File: src/adc_cal_pkg.sv
package adc_cal_pkg;

   // modulator bit period and trigger width, in master clock cycles
   localparam int BIT_CYCLES      = 256;
   localparam int TRIG_MIN_CYCLES = 4;

   // calibration durations in master clock periods
   localparam int SELF_CAL_CYCLES   = 3145655;
   localparam int SYS_OFF_CYCLES    = 1052599;
   localparam int SYS_GAIN_CYCLES   = 1068813;
   localparam int ONE_STEP_CYCLES   = 2117389;
   // modulator bits per ones-density window (1024 x 256 cycles)
   localparam int WIN_BITS_DEFAULT  = 1024;

   // datapath widths
   localparam int DW     = 20;
   localparam int CODE_W = 20;
   localparam int NUM_W  = 40;
   localparam int TOT_W  = 22;
   localparam int ADDR_W = 8;

   // resolution and code constants
   localparam logic [4:0]        RES16_SHIFT = 5'h10;
   localparam logic [4:0]        RES20_SHIFT = 5'h14;
   localparam logic [CODE_W-1:0] MAX16       = 20'h0ffff;
   localparam logic [CODE_W-1:0] MAX20       = 20'hfffff;
   localparam logic [CODE_W-1:0] HALF16      = 20'h08000;
   localparam logic [CODE_W-1:0] HALF20      = 20'h80000;

   // register byte offsets
   localparam logic [ADDR_W-1:0] OFS_CTRL   = 8'h00;
   localparam logic [ADDR_W-1:0] OFS_STATUS = 8'h04;
   localparam logic [ADDR_W-1:0] OFS_ZERO   = 8'h08;
   localparam logic [ADDR_W-1:0] OFS_SPAN   = 8'h0c;
   localparam logic [ADDR_W-1:0] OFS_LSB    = 8'h10;
   localparam logic [ADDR_W-1:0] OFS_RESULT = 8'h14;

   // field positions
   localparam int CTRL_RES20_BIT   = 0;
   localparam int STAT_BUSY_BIT    = 0;
   localparam int STAT_VALID_BIT   = 1;
   localparam int STAT_READY_N_BIT = 2;
   localparam int STAT_BIPOLAR_BIT = 3;
   localparam int STAT_MODE_LSB    = 4;
   localparam logic CTRL_RESET     = 1'b0;

   // bus responses
   localparam logic [1:0] RESP_OKAY   = 2'h0;
   localparam logic [1:0] RESP_DECERR = 2'h3;

   typedef enum logic [1:0] {
      MODE_SELF, MODE_SYS_OFFSET, MODE_SYS_GAIN, MODE_ONE_STEP
   } cal_mode_t;

   typedef enum logic [1:0] {SRC_GROUND, SRC_REF, SRC_INPUT} src_t;

   // select pins a,b to calibration type
   function automatic cal_mode_t decode_mode(input logic a, input logic b);
      unique case ({a, b})
         2'b00:   return MODE_SELF;
         2'b11:   return MODE_SYS_OFFSET;
         2'b01:   return MODE_SYS_GAIN;
         default: return MODE_ONE_STEP;
      endcase
   endfunction

   // number of segments as a power of two: resolution, one less in bipolar
   function automatic logic [4:0] code_shift(input logic res20, input logic bip);
      return (res20 ? RES20_SHIFT : RES16_SHIFT) - {4'h0, bip};
   endfunction

endpackage

File: src/density_window.sv
`timescale 1ns/1ps
`default_nettype none

module density_window import adc_cal_pkg::*; #(
   parameter int WIN_BITS = WIN_BITS_DEFAULT
) (
   // clock and reset
   input  wire logic          core_clk,
   input  wire logic          srst,
   // control
   input  wire logic          clear,
   input  wire logic          tick,
   input  wire logic          bit_val,
   // result
   output logic [DW-1:0]      ones,
   output logic               done
);
   import adc_cal_pkg::*;

   typedef struct packed {
      logic [DW-1:0] ones;
      logic [DW-1:0] ticks;
      logic          done;
   } win_t;

   win_t st, nxt;

   // count ones over a fixed number of bit periods, then hold
   always_comb begin
      nxt = st;
      if (clear) begin
         nxt = '0;
      end else if (tick && !st.done) begin
         nxt.ones  = st.ones + DW'(bit_val);
         nxt.ticks = st.ticks + 20'h00001;
         nxt.done  = (st.ticks == DW'(WIN_BITS - 1));
      end
   end

   always_ff @(posedge core_clk) begin
      if (srst) st <= '0;
      else      st <= nxt;
   end

   assign ones = st.ones;
   assign done = st.done;

endmodule // density_window

`default_nettype wire

File: src/adc_cal_sequencer.sv
// Design decisions made here: the register offsets and the AXI4-Lite interface to the registers.
`timescale 1ns/1ps
`default_nettype none

// Contract
// - modulator bit changes only once per 256 master clock cycles
// - measure ones density at zero scale, then full scale, derive slope
// - unipolar self-cal uses ground as zero, reference as full scale
// - unipolar slope divides span into 2^resolution segments
// - bipolar divides span into half as many, extended below zero
// - keep slope after calibration and use it for every conversion
// - selects 00 self, 11 offset step, 01 gain step, 10 one-step
// - self-calibration lasts 3,145,655 clock periods
// - system offset step lasts 1,052,599 clock periods
// - system gain step lasts 1,068,813 clock periods
// - one-step system calibration lasts 2,117,389 clock periods
// - ready output stays high through the whole calibration
// - self-cal ends after input settling; others end when term is known
// - later offset-only step moves zero point, leaves slope alone
// - one-step mode takes zero from input, full scale from reference
module adc_cal_sequencer import adc_cal_pkg::*; #(
   parameter int T_SELF   = SELF_CAL_CYCLES,
   parameter int T_OFF    = SYS_OFF_CYCLES,
   parameter int T_GAIN   = SYS_GAIN_CYCLES,
   parameter int T_ONE    = ONE_STEP_CYCLES,
   parameter int WIN_BITS = WIN_BITS_DEFAULT
) (
   // clock and reset
   input  wire logic                core_clk,
   input  wire logic                srst,
   // calibration pins
   input  wire logic                trim_request,
   input  wire logic                mode_select_a,
   input  wire logic                mode_select_b,
   input  wire logic                polarity_select,
   output logic                     result_ready_n,
   // modulator side
   input  wire logic                mod_comparator,
   output logic                     modulator_stream,
   output adc_cal_pkg::src_t        input_sel,
   // axi4-lite write
   input  wire logic [ADDR_W-1:0]   awaddr,
   input  wire logic                awvalid,
   output logic                     awready,
   input  wire logic [31:0]         wdata,
   input  wire logic [3:0]          wstrb,
   input  wire logic                wvalid,
   output logic                     wready,
   output logic [1:0]               bresp,
   output logic                     bvalid,
   input  wire logic                bready,
   // axi4-lite read
   input  wire logic [ADDR_W-1:0]   araddr,
   input  wire logic                arvalid,
   output logic                     arready,
   output logic [31:0]              rdata,
   output logic [1:0]               rresp,
   output logic                     rvalid,
   input  wire logic                rready
);
   import adc_cal_pkg::*;

   typedef enum logic [2:0] {
      ST_IDLE, ST_TRIG, ST_ZERO, ST_FULL, ST_SETTLE, ST_MEAS, ST_DIV
   } state_t;

   typedef struct packed {
      state_t              state;
      cal_mode_t           mode;
      src_t                src;
      logic [2:0]          trig_cnt;
      logic                trig_d;
      logic [TOT_W-1:0]    tot;
      logic [7:0]          bit_cnt;
      logic                stream;
      logic                ready_n;
      logic                cal_valid;
      logic                res20;
      logic [DW-1:0]       zero;
      logic [DW-1:0]       span;
      logic [DW-1:0]       lsb;
      logic [CODE_W-1:0]   result;
      logic [NUM_W-1:0]    num;
      logic [DW:0]         rem;
      logic [5:0]          div_cnt;
      logic                neg;
      logic [ADDR_W-1:0]   aw_addr;
      logic                aw_got;
      logic [31:0]         w_data;
      logic [3:0]          w_strb;
      logic                w_got;
      logic                awready;
      logic                wready;
      logic                bvalid;
      logic [1:0]          bresp;
      logic                arready;
      logic                rvalid;
      logic [31:0]         rdata;
      logic [1:0]          rresp;
   } seq_t;

   seq_t st, nxt;

   logic              tick;
   logic              busy;
   logic              start_w;
   logic              finish_w;
   logic [TOT_W-1:0]  limit_w;
   logic              clr_w;
   logic              win_done;
   logic [DW-1:0]     dens_ones;

   // final code from quotient, clamped to the code range
   function automatic logic [CODE_W-1:0] final_code(input logic [NUM_W-1:0] q,
         input logic neg, input logic res20, input logic bip);
      logic [CODE_W-1:0] maxc;
      logic [CODE_W-1:0] half;
      maxc = res20 ? MAX20 : MAX16;
      half = res20 ? HALF20 : HALF16;
      if (!bip) begin
         if (neg) return '0;
         return (q > NUM_W'(maxc)) ? maxc : q[CODE_W-1:0];
      end
      if (neg) return (q >= NUM_W'(half)) ? '0 : half - q[CODE_W-1:0];
      return (q > NUM_W'(maxc - half)) ? maxc : half + q[CODE_W-1:0];
   endfunction

   // one bit period ends when the phase counter wraps
   assign tick     = (st.bit_cnt == 8'hff);
   assign busy     = (st.state == ST_ZERO) || (st.state == ST_FULL) ||
                     (st.state == ST_SETTLE);
   assign start_w  = (st.state == ST_TRIG) && !trim_request &&
                     (st.trig_cnt >= 3'(TRIG_MIN_CYCLES));
   assign limit_w  = (st.mode == MODE_SELF)       ? TOT_W'(T_SELF - 1) :
                     (st.mode == MODE_SYS_OFFSET) ? TOT_W'(T_OFF - 1)  :
                     (st.mode == MODE_SYS_GAIN)   ? TOT_W'(T_GAIN - 1) :
                                                    TOT_W'(T_ONE - 1);
   assign finish_w = busy && (st.tot == limit_w);

   density_window #(.WIN_BITS(WIN_BITS)) u_window (
      .core_clk (core_clk),
      .srst     (srst),
      .clear    (clr_w),
      .tick     (tick),
      .bit_val  (nxt.stream),  // the bit being sampled; the held one belongs to the old source
      .ones     (dens_ones),
      .done     (win_done)
   );

   // sequencer, divider and register slave in one next-state process
   always_comb begin
      logic [DW:0]   diff;
      logic [DW:0]   abs_d;
      logic [DW:0]   rem_sh;
      logic [DW-1:0] span_v;
      nxt    = st;
      clr_w  = 1'b0;
      diff   = {1'b0, dens_ones} - {1'b0, st.zero};
      abs_d  = diff[DW] ? (~diff + 21'h000001) : diff;
      rem_sh = {st.rem[DW-1:0], st.num[NUM_W-1]};
      span_v = (dens_ones > st.zero) ? diff[DW-1:0] : 20'h00001;
      nxt.bit_cnt = st.bit_cnt + 8'h01;
      nxt.trig_d  = trim_request;
      if (tick) nxt.stream = mod_comparator;
      if (busy) nxt.tot = st.tot + 22'h000001;
      unique case (st.state)
         ST_IDLE: ;
         ST_TRIG: begin
            if (!trim_request) nxt.state = ST_IDLE;
         end
         ST_ZERO: begin
            if (win_done) begin
               nxt.zero = dens_ones;
               clr_w    = 1'b1;
               if (st.mode == MODE_SYS_OFFSET) begin
                  nxt.state = ST_SETTLE;
                  nxt.src   = SRC_INPUT;
               end else begin
                  nxt.state = ST_FULL;
                  nxt.src   = SRC_REF;
               end
            end
         end
         ST_FULL: begin
            if (win_done) begin
               nxt.span  = span_v;
               nxt.lsb   = span_v >> code_shift(st.res20, polarity_select);
               nxt.state = ST_SETTLE;
               nxt.src   = SRC_INPUT;
               clr_w     = 1'b1;
            end
         end
         ST_SETTLE: ;
         ST_MEAS: begin
            if (win_done) begin
               clr_w = 1'b1;
               if (st.cal_valid) begin
                  // stored zero and span scale every conversion
                  nxt.num     = NUM_W'(abs_d) << code_shift(st.res20, polarity_select);
                  nxt.neg     = diff[DW];
                  nxt.rem     = '0;
                  nxt.div_cnt = '0;
                  nxt.state   = ST_DIV;
               end
            end
         end
         ST_DIV: begin
            // restoring division, one quotient bit per cycle
            if (rem_sh >= {1'b0, st.span}) begin
               nxt.rem = rem_sh - {1'b0, st.span};
               nxt.num = {st.num[NUM_W-2:0], 1'b1};
            end else begin
               nxt.rem = rem_sh;
               nxt.num = {st.num[NUM_W-2:0], 1'b0};
            end
            nxt.div_cnt = st.div_cnt + 6'h01;
            if (st.div_cnt == 6'(NUM_W - 1)) begin
               nxt.result = final_code(nxt.num, st.neg, st.res20, polarity_select);
               nxt.state  = ST_MEAS;
            end
         end
      endcase
      // calibration term known: report and start converting the input
      if (finish_w) begin
         nxt.state     = ST_MEAS;
         nxt.ready_n   = 1'b0;
         nxt.cal_valid = 1'b1;
         nxt.src       = SRC_INPUT;
         clr_w         = 1'b1;
      end
      // trigger high resets the sequence; selects are taken at its fall
      if (trim_request) begin
         nxt.state    = ST_TRIG;
         nxt.ready_n  = 1'b1;
         nxt.trig_cnt = !st.trig_d ? 3'h1 :
                        (st.trig_cnt == 3'h7) ? 3'h7 : st.trig_cnt + 3'h1;
      end else if (start_w) begin
         nxt.mode    = decode_mode(mode_select_a, mode_select_b);
         nxt.tot     = '0;
         nxt.ready_n = 1'b1;
         clr_w       = 1'b1;
         if (nxt.mode == MODE_SYS_GAIN) begin
            nxt.state = ST_FULL;
            nxt.src   = SRC_INPUT;
         end else begin
            nxt.state = ST_ZERO;
            nxt.src   = (nxt.mode == MODE_SELF) ? SRC_GROUND : SRC_INPUT;
         end
      end
      // axi write: address and data in either order, answer after both
      if (awvalid && st.awready) begin
         nxt.aw_addr = awaddr;
         nxt.aw_got  = 1'b1;
      end
      if (wvalid && st.wready) begin
         nxt.w_data = wdata;
         nxt.w_strb = wstrb;
         nxt.w_got  = 1'b1;
      end
      if (st.bvalid && bready) nxt.bvalid = 1'b0;
      if (st.aw_got && st.w_got && !st.bvalid) begin
         nxt.aw_got = 1'b0;
         nxt.w_got  = 1'b0;
         nxt.bvalid = 1'b1;
         nxt.bresp  = RESP_OKAY;
         if (st.aw_addr[ADDR_W-1:2] == OFS_CTRL[ADDR_W-1:2]) begin
            if (st.w_strb[0]) nxt.res20 = st.w_data[CTRL_RES20_BIT];
         end else if (st.aw_addr[ADDR_W-1:2] > OFS_RESULT[ADDR_W-1:2]) begin
            nxt.bresp = RESP_DECERR;
         end
      end
      nxt.awready = !nxt.aw_got && !nxt.bvalid;
      nxt.wready  = !nxt.w_got && !nxt.bvalid;
      // axi read: one at a time, unmapped words read zero with decerr
      if (st.rvalid && rready) nxt.rvalid = 1'b0;
      if (arvalid && st.arready) begin
         nxt.rvalid = 1'b1;
         nxt.rresp  = RESP_OKAY;
         nxt.rdata  = '0;
         unique case ({araddr[ADDR_W-1:2], 2'b00})
            OFS_CTRL:   nxt.rdata[CTRL_RES20_BIT] = st.res20;
            OFS_STATUS: begin
               nxt.rdata[STAT_BUSY_BIT]      = busy;
               nxt.rdata[STAT_VALID_BIT]     = st.cal_valid;
               nxt.rdata[STAT_READY_N_BIT]   = st.ready_n;
               nxt.rdata[STAT_BIPOLAR_BIT]   = polarity_select;
               nxt.rdata[STAT_MODE_LSB +: 2] = st.mode;
            end
            OFS_ZERO:   nxt.rdata[DW-1:0]     = st.zero;
            OFS_SPAN:   nxt.rdata[DW-1:0]     = st.span;
            OFS_LSB:    nxt.rdata[DW-1:0]     = st.lsb;
            OFS_RESULT: nxt.rdata[CODE_W-1:0] = st.result;
            default:    nxt.rresp             = RESP_DECERR;
         endcase
      end
      nxt.arready = !nxt.rvalid;
   end

   // everything resets to idle with ready high and no calibration held
   always_ff @(posedge core_clk) begin
      if (srst) begin
         st         <= '0;
         st.state   <= ST_IDLE;
         st.src     <= SRC_INPUT;
         st.ready_n <= 1'b1;
         st.res20   <= CTRL_RESET;
         st.span    <= 20'h00001;
         st.awready <= 1'b1;
         st.wready  <= 1'b1;
         st.arready <= 1'b1;
      end else begin
         st <= nxt;
      end
   end

   assign result_ready_n   = st.ready_n;
   assign modulator_stream = st.stream;
   assign input_sel        = st.src;
   assign awready          = st.awready;
   assign wready           = st.wready;
   assign bvalid           = st.bvalid;
   assign bresp            = st.bresp;
   assign arready          = st.arready;
   assign rvalid           = st.rvalid;
   assign rdata            = st.rdata;
   assign rresp            = st.rresp;
endmodule // adc_cal_sequencer

`default_nettype wire

File: config.mk
export PLATFORM = sky130hd
export DESIGN_NAME = adc_cal_sequencer
export DESIGN_NICKNAME = d
export VERILOG_FILES = /design/src/adc_cal_pkg.sv /design/src/density_window.sv /design/src/adc_cal_sequencer.sv
export SDC_FILE = /design/constraint.sdc
export NUM_CORES = 1
export LEC_CHECK = 0
export BUFFER_PORTS_ARGS = -buffer_cell sky130_fd_sc_hd__buf_2
export CAP_MARGIN = 20
export CELL_PAD_IN_SITES_DETAIL_PLACEMENT = 0
export CELL_PAD_IN_SITES_GLOBAL_PLACEMENT = 1
export CORE_UTILIZATION = 24
export DETAILED_ROUTE_END_ITERATION = 16
export GPL_ROUTABILITY_DRIVEN = 0
export HOLD_SLACK_MARGIN = 0.02
export PLACE_DENSITY_LB_ADDON = 0.1
export SYNTH_ARGS = -nofsm -noshare
export SYNTH_HDL_FRONTEND = slang
export SYNTH_SLANG_ARGS = --single-unit
File: constraint.sdc
create_clock -name core_clk -period 9.94 [get_ports core_clk]
set_input_delay 0.994 -clock core_clk [delete_from_list [all_inputs] [get_ports core_clk]]
set_output_delay 0.994 -clock core_clk [all_outputs]
set_load 0.1 [all_outputs]
**After elaboration in Yosys (flattened, before gate mapping)**

Index checks and enable logic that the tools add are counted.

- Word-level logic and storage cells: 216
- Output and inout port bits: 45
- Register bits: 274

- Add/subtract/negate cells: 13
- $lt $le $gt $ge: 7
- Bitwise logic cells: 2
- Reduce and logical (&&, ||, !) cells: 44
- Shift operators: 2
- Equal/unequal tests: 33
- Mux-type cells: 79

Operators by type and width:

| kind | count |
|---|---|
| two-way mux 20 bit | 12 |
| two-way mux 22 bit | 7 |
| two-way mux 68 bit | 2 |
| case mux 67 bit (2 select lines) | 1 |
| two-way mux 61 bit | 1 |
| case mux 14 bit (4 select lines) | 1 |
| subtractor 20 x 20 -> 21 bit | 2 |
| greater-or-equal comparator 40 x 20 -> 1 bit | 1 |
| > comparator 40 x 20 -> 1 bit | 1 |
| > comparator 40 bit | 1 |
| left shift 21 x 5 -> 40 bit | 1 |
| two-way mux 35 bit | 1 |
| two-way mux 3 bit | 11 |
| case mux 5 bit (5 select lines) | 1 |
| two-way mux 1 bit | 24 |
| two-way mux 2 bit | 12 |
| adder 22 x 1 -> 22 bit (second input constant) | 1 |
| == test 22 bit | 1 |
| adder 21 x 1 -> 21 bit (second input constant) | 1 |
| greater-or-equal comparator 21 x 20 -> 1 bit | 1 |
| two-way mux 21 bit | 1 |
| inverter 21 bit | 1 |
| subtractor 21 x 20 -> 21 bit | 1 |
| adder 20 x 1 -> 20 bit | 1 |
| other kinds (48) | 93 |

**Depth between registers and ports, before layout**

- Depth after elaboration: 10
- Mapped depth: 24
- Gate-level depth less buffers: 22

**Cells and area by module**

Synthesis repeated with hierarchy kept, for this count alone.

- Cells, all modules: 2172
- Area total of the unflattened synthesis: 16848.7 um2

Modules (own cells, without submodules):

| module | seq. area each (um2) | area an instance (um2) | cells each | times used |
|---|---|---|---|---|
| adc_cal_sequencer | 4584.4 | 14737.9 | 1932 | 1 |
| density_window | 820.8 | 2110.8 | 240 | 1 |

**Least setup slack after synthesis**

No wires, ideal clock.

- Path kind: flip-flop to flip-flop
- Start: reg st[196] (netlist name)
- End: reg st[162] (netlist name)
- Path slack: 5.422 ns
- Arrival time: 4.391 ns
- Stages on the path, launching flop included: 24
- Data required time: 9.813 ns
- Path through: dfxtp_1 -> inv_1 -> ha_1 -> nor2b_1 -> o21ai_0 -> a21boi_0 -> o31ai_1 -> a211oi_1 -> or3_1 -> nand2_1 -> clkbuf_1 -> clkbuf_1 -> ha_1 -> nand2b_1 -> nor4_1 -> nand3_1 -> a21oi_1 -> or4_1 -> a211oi_1 -> nand2_1 -> clkbuf_1 -> a211oi_1 -> a221oi_1 -> o21ai_0

- Word-level cells in the longest chain between the ends: 10
- Elaborated cells on any way between the ends: 16
- Classes of those cells: add/sub (2); order compare (4); mux (10)

RTL lines:

| item | line | text |
|---|---|---|
| from (decl) | adc_cal_sequencer.sv:102 | `seq_t st, nxt;` |
| from (signal assigned) | adc_cal_sequencer.sv:312 | `st <= nxt;` |
| greater-or-equal comparator 21 x 20 -> 1 bit * | adc_cal_sequencer.sv:209 | `if (rem_sh >= {1'b0, st.span}) begin` |
| two-way mux 22 bit * | adc_cal_sequencer.sv:209 |  |
| two-way mux 61 bit * | adc_cal_sequencer.sv:166 | `unique case (st.state)` |
| > comparator 40 x 20 -> 1 bit | adc_cal_sequencer.sv:122 | `return (q > NUM_W'(maxc)) ? maxc : q[CODE_W-1:0];` |
| two-way mux 20 bit (2 in a row) | adc_cal_sequencer.sv:122 |  |
| two-way mux 20 bit | adc_cal_sequencer.sv:120 | `if (!bip) begin` |
| two-way mux 20 bit | adc_cal_sequencer.sv:124 | `if (neg) return (q >= NUM_W'(half)) ? '0 : half - q[CODE_W-1:0];` |
| two-way mux 20 bit | adc_cal_sequencer.sv:125 | `return (q > NUM_W'(maxc - half)) ? maxc : half + q[CODE_W-1:0];` |
| two-way mux 20 bit * | adc_cal_sequencer.sv:124 |  |

Every way passes the cells marked *; elsewhere a longest branch is shown, timed or not. The select of a mux whose other input is x is not followed.
A chain may end at the register's enable or synchronous reset.

**Worst setup path in the final report**

- Start: reg st[196] (netlist name)
- End: reg st[160] (netlist name)

Same word-level chain as after synthesis.

==> run metrics <==
outcome finished, final reports clean; RSZ-0062 raised after global routing no; post-synthesis cell count 2211; Overall Power 0.00256 W; fraction of registers with async set/reset 0%; Yosys reg bits 270; number of synthesized flops with an enable pin 0; CP Data Required Time 10410 ps; clock buffer depth 3; Core Footprint 69100 µm²; Layout area overhead 12.2%; Main synth FF type dfxtp_1; CP delay by family, top compound AO/OA/AOI/OAI gates; routed vias/inst 5.01; area of the multi-input gates 10400 µm²; Syn. warnings 0; Critical-path top delay cell a211oi_1; n_diodes 0; global-route wire length before repair 94000 µm; gr usage total 17.2%; Max VDD drop 0.000110 V; CP bufs+invs 1; endpoints failing setup 0; WHS 453 ps; starting density of the core 24.5%; hold_sp st[220]; fin cells 3124; number of routed nets with antenna violations 0; Max Fclk 169 MHz; post-DR wirelength/cell 19.8 µm; pin count of the biggest net entering global routing 140; Core Rows 96; r2r worst-path depth 21; Worst-Margin Slew 1040 ps; commonest non-fill, non-tap cell in the layout nor2_1; placed inst area 17800 µm²; leakage 7.02 nW; die height 267 µm; worst path cell trace inv_1 -> ha_1 -> nor2b_1 -> o21ai_0 -> a21boi_0 -> o31ai_1 -> a211oi_1 -> or3_1 -> nand2_1 -> ha_1 -> nand2b_1 -> nor4_1 -> nand3_1 -> a21oi_1 -> or4_1 -> a211oi_1 -> nand2_1 -> a31oi_1 -> o21ai_0 -> o2bb2ai_1 -> a311oi_1; Setup Skew 16.5 ps; vias 15600; Rel. slew slack 30.7%; die area 71500 µm²; clock sinks 270; crit-path max FO 11; reg-to-reg slack, setup 4010 ps; Mean Syn Cell Area 7.64 µm²; critical path's largest stage delay 620 ps; startpoint class of the critical path flip-flop; antenna violations before repair 1; Synth cell types 99; post-route cell area 19000 µm²; Max-Cap Viols 0; Layout Nets 2303; worst skew pair latency 560 ps; # IOs 109; Worst-path clk slew 50 ps; Post-DP HPWL 45300 µm; grt ovf 0; setup total negative slack 0 ps; DR pass1 iterations 5; register area share after synthesis 32.0%; worst hold path depth 2; Final Max Tran Viols 0; R2R Path End st[160]; vias in the first global route 15000; pwr/cell area 135 nW/µm²; Final Hold Violating Endpoints 0; Critical R2R Launch st[196]; Die Span X 267 µm; root buffer cell clkbuf_16; fillcell total 7582; worst hold path type reg -> reg; H-tree lvl count 2; # hold bufs at CTS 0; CTS resizes 0; TritonCTS clock tree yes; minimum clock period 5930 ps; WL final 62000 µm; final period utilization 59.6%; IO Port Bufs 58; CP Class reg -> reg; DRT iter0 DRCs 906; share of layout cells above drive strength 1 8.66%; most frequent cells in the layout nor2_1 (296), dfxtp_1 (270), nand2_1 (225); post-CTS setup buffer count 0; critical path data arrival time 6400 ps; crit end category flip-flop; # placed instances 3062; mapped cell area 16900 µm²; FF/Latch Area 5410 µm²; CTS Buf Count 38; DRC 0; hold endpoint st[220]
-- worst max path at each step --
stage	from	end	cells past startpoint
floorplan	st[196]	st[162]	23
global placement	st[196]	st[160]	21
detailed placement	st[196]	st[160]	21
CTS	st[196]	st[160]	21
global route	st[196]	st[160]	21
finish	st[196]	st[160]	21
-- logic make-up after synthesis --
group,synth area share (%)
simple gates,24.9
compound gates,21.8
flops,32.0
other cells,0.0222
mux,3.30
fa+ha+maj,5.05
buf+inv,6.84
xor+xnor,6.10
-- worst min-delay path, cell delays in order, from the launching register on --
cell and delay (ps):
dfxtp_1 300, nand2_1 50, a21oi_1 50
-- layer usage --
layer  global-route usage (%)  vias to the layer above  share of wire, %
met4                     3.98                        2               1.7
met3                     1.88                       61               2.9
met2                     28.0                      224                46
li1                         -                     7738                 -
met1                     24.1                     7616                49
met5                        0                        -             0.021
-- registers in the layout, indices dropped and copies added, names as in the netlist --
name,cells
input_sel,2
u_window.done,1
rresp,1
modulator_stream,1
arready,1
rdata,20
u_window.ones,20
result_ready_n,1
st,198
wready,1
rvalid,1
bresp,1
bvalid,1
u_window.st,20
awready,1
-- cell type report --
cell class / instances / share of cell area (%)
multi-input combinational: 1688 / 54.8
tap: 931 / 6.14
sequential: 270 / 28.5
clock inverter: 9 / 0.521
inverter: 91 / 1.80
timing repair buffer: 83 / 2.62
clock buffer: 52 / 5.62
-- cell usage after synthesis (32+ instances only) --
cell / instances / area share, %
buf_4: 39 / 1.7
nor3_1: 60 / 1.8
a211oi_1: 32 / 1.4
a22oi_1: 41 / 1.8
nand2_1: 225 / 5.0
a21oi_1: 164 / 4.9
dfxtp_1: 270 / 32
xor2_1: 58 / 3.0
nor2_1: 296 / 6.6
clkbuf_1: 115 / 2.6
nand3_1: 85 / 2.5
o21ai_0: 118 / 3.5
ha_1: 65 / 4.8
xnor2_1: 56 / 2.9
mux2i_1: 41 / 2.4
inv_1: 89 / 2.0
-- where the power goes --
group	internal, W	switching (W)	total (W)
clock network	0.000772	0.000536	0.00131
logic	0.0000296	0.000122	0.000152
registers	0.00109	0.00000852	0.00110
-- metrics by stage --
step	setup slack (ps)	util (%)
after floorplan	5420	-
after global placement	4060	25.8
after detailed placement	4050	25.8
after CTS	4020	27.4
after global routing	3440	27.4
final	4010	27.4
(Power assumes the default switching activity.)
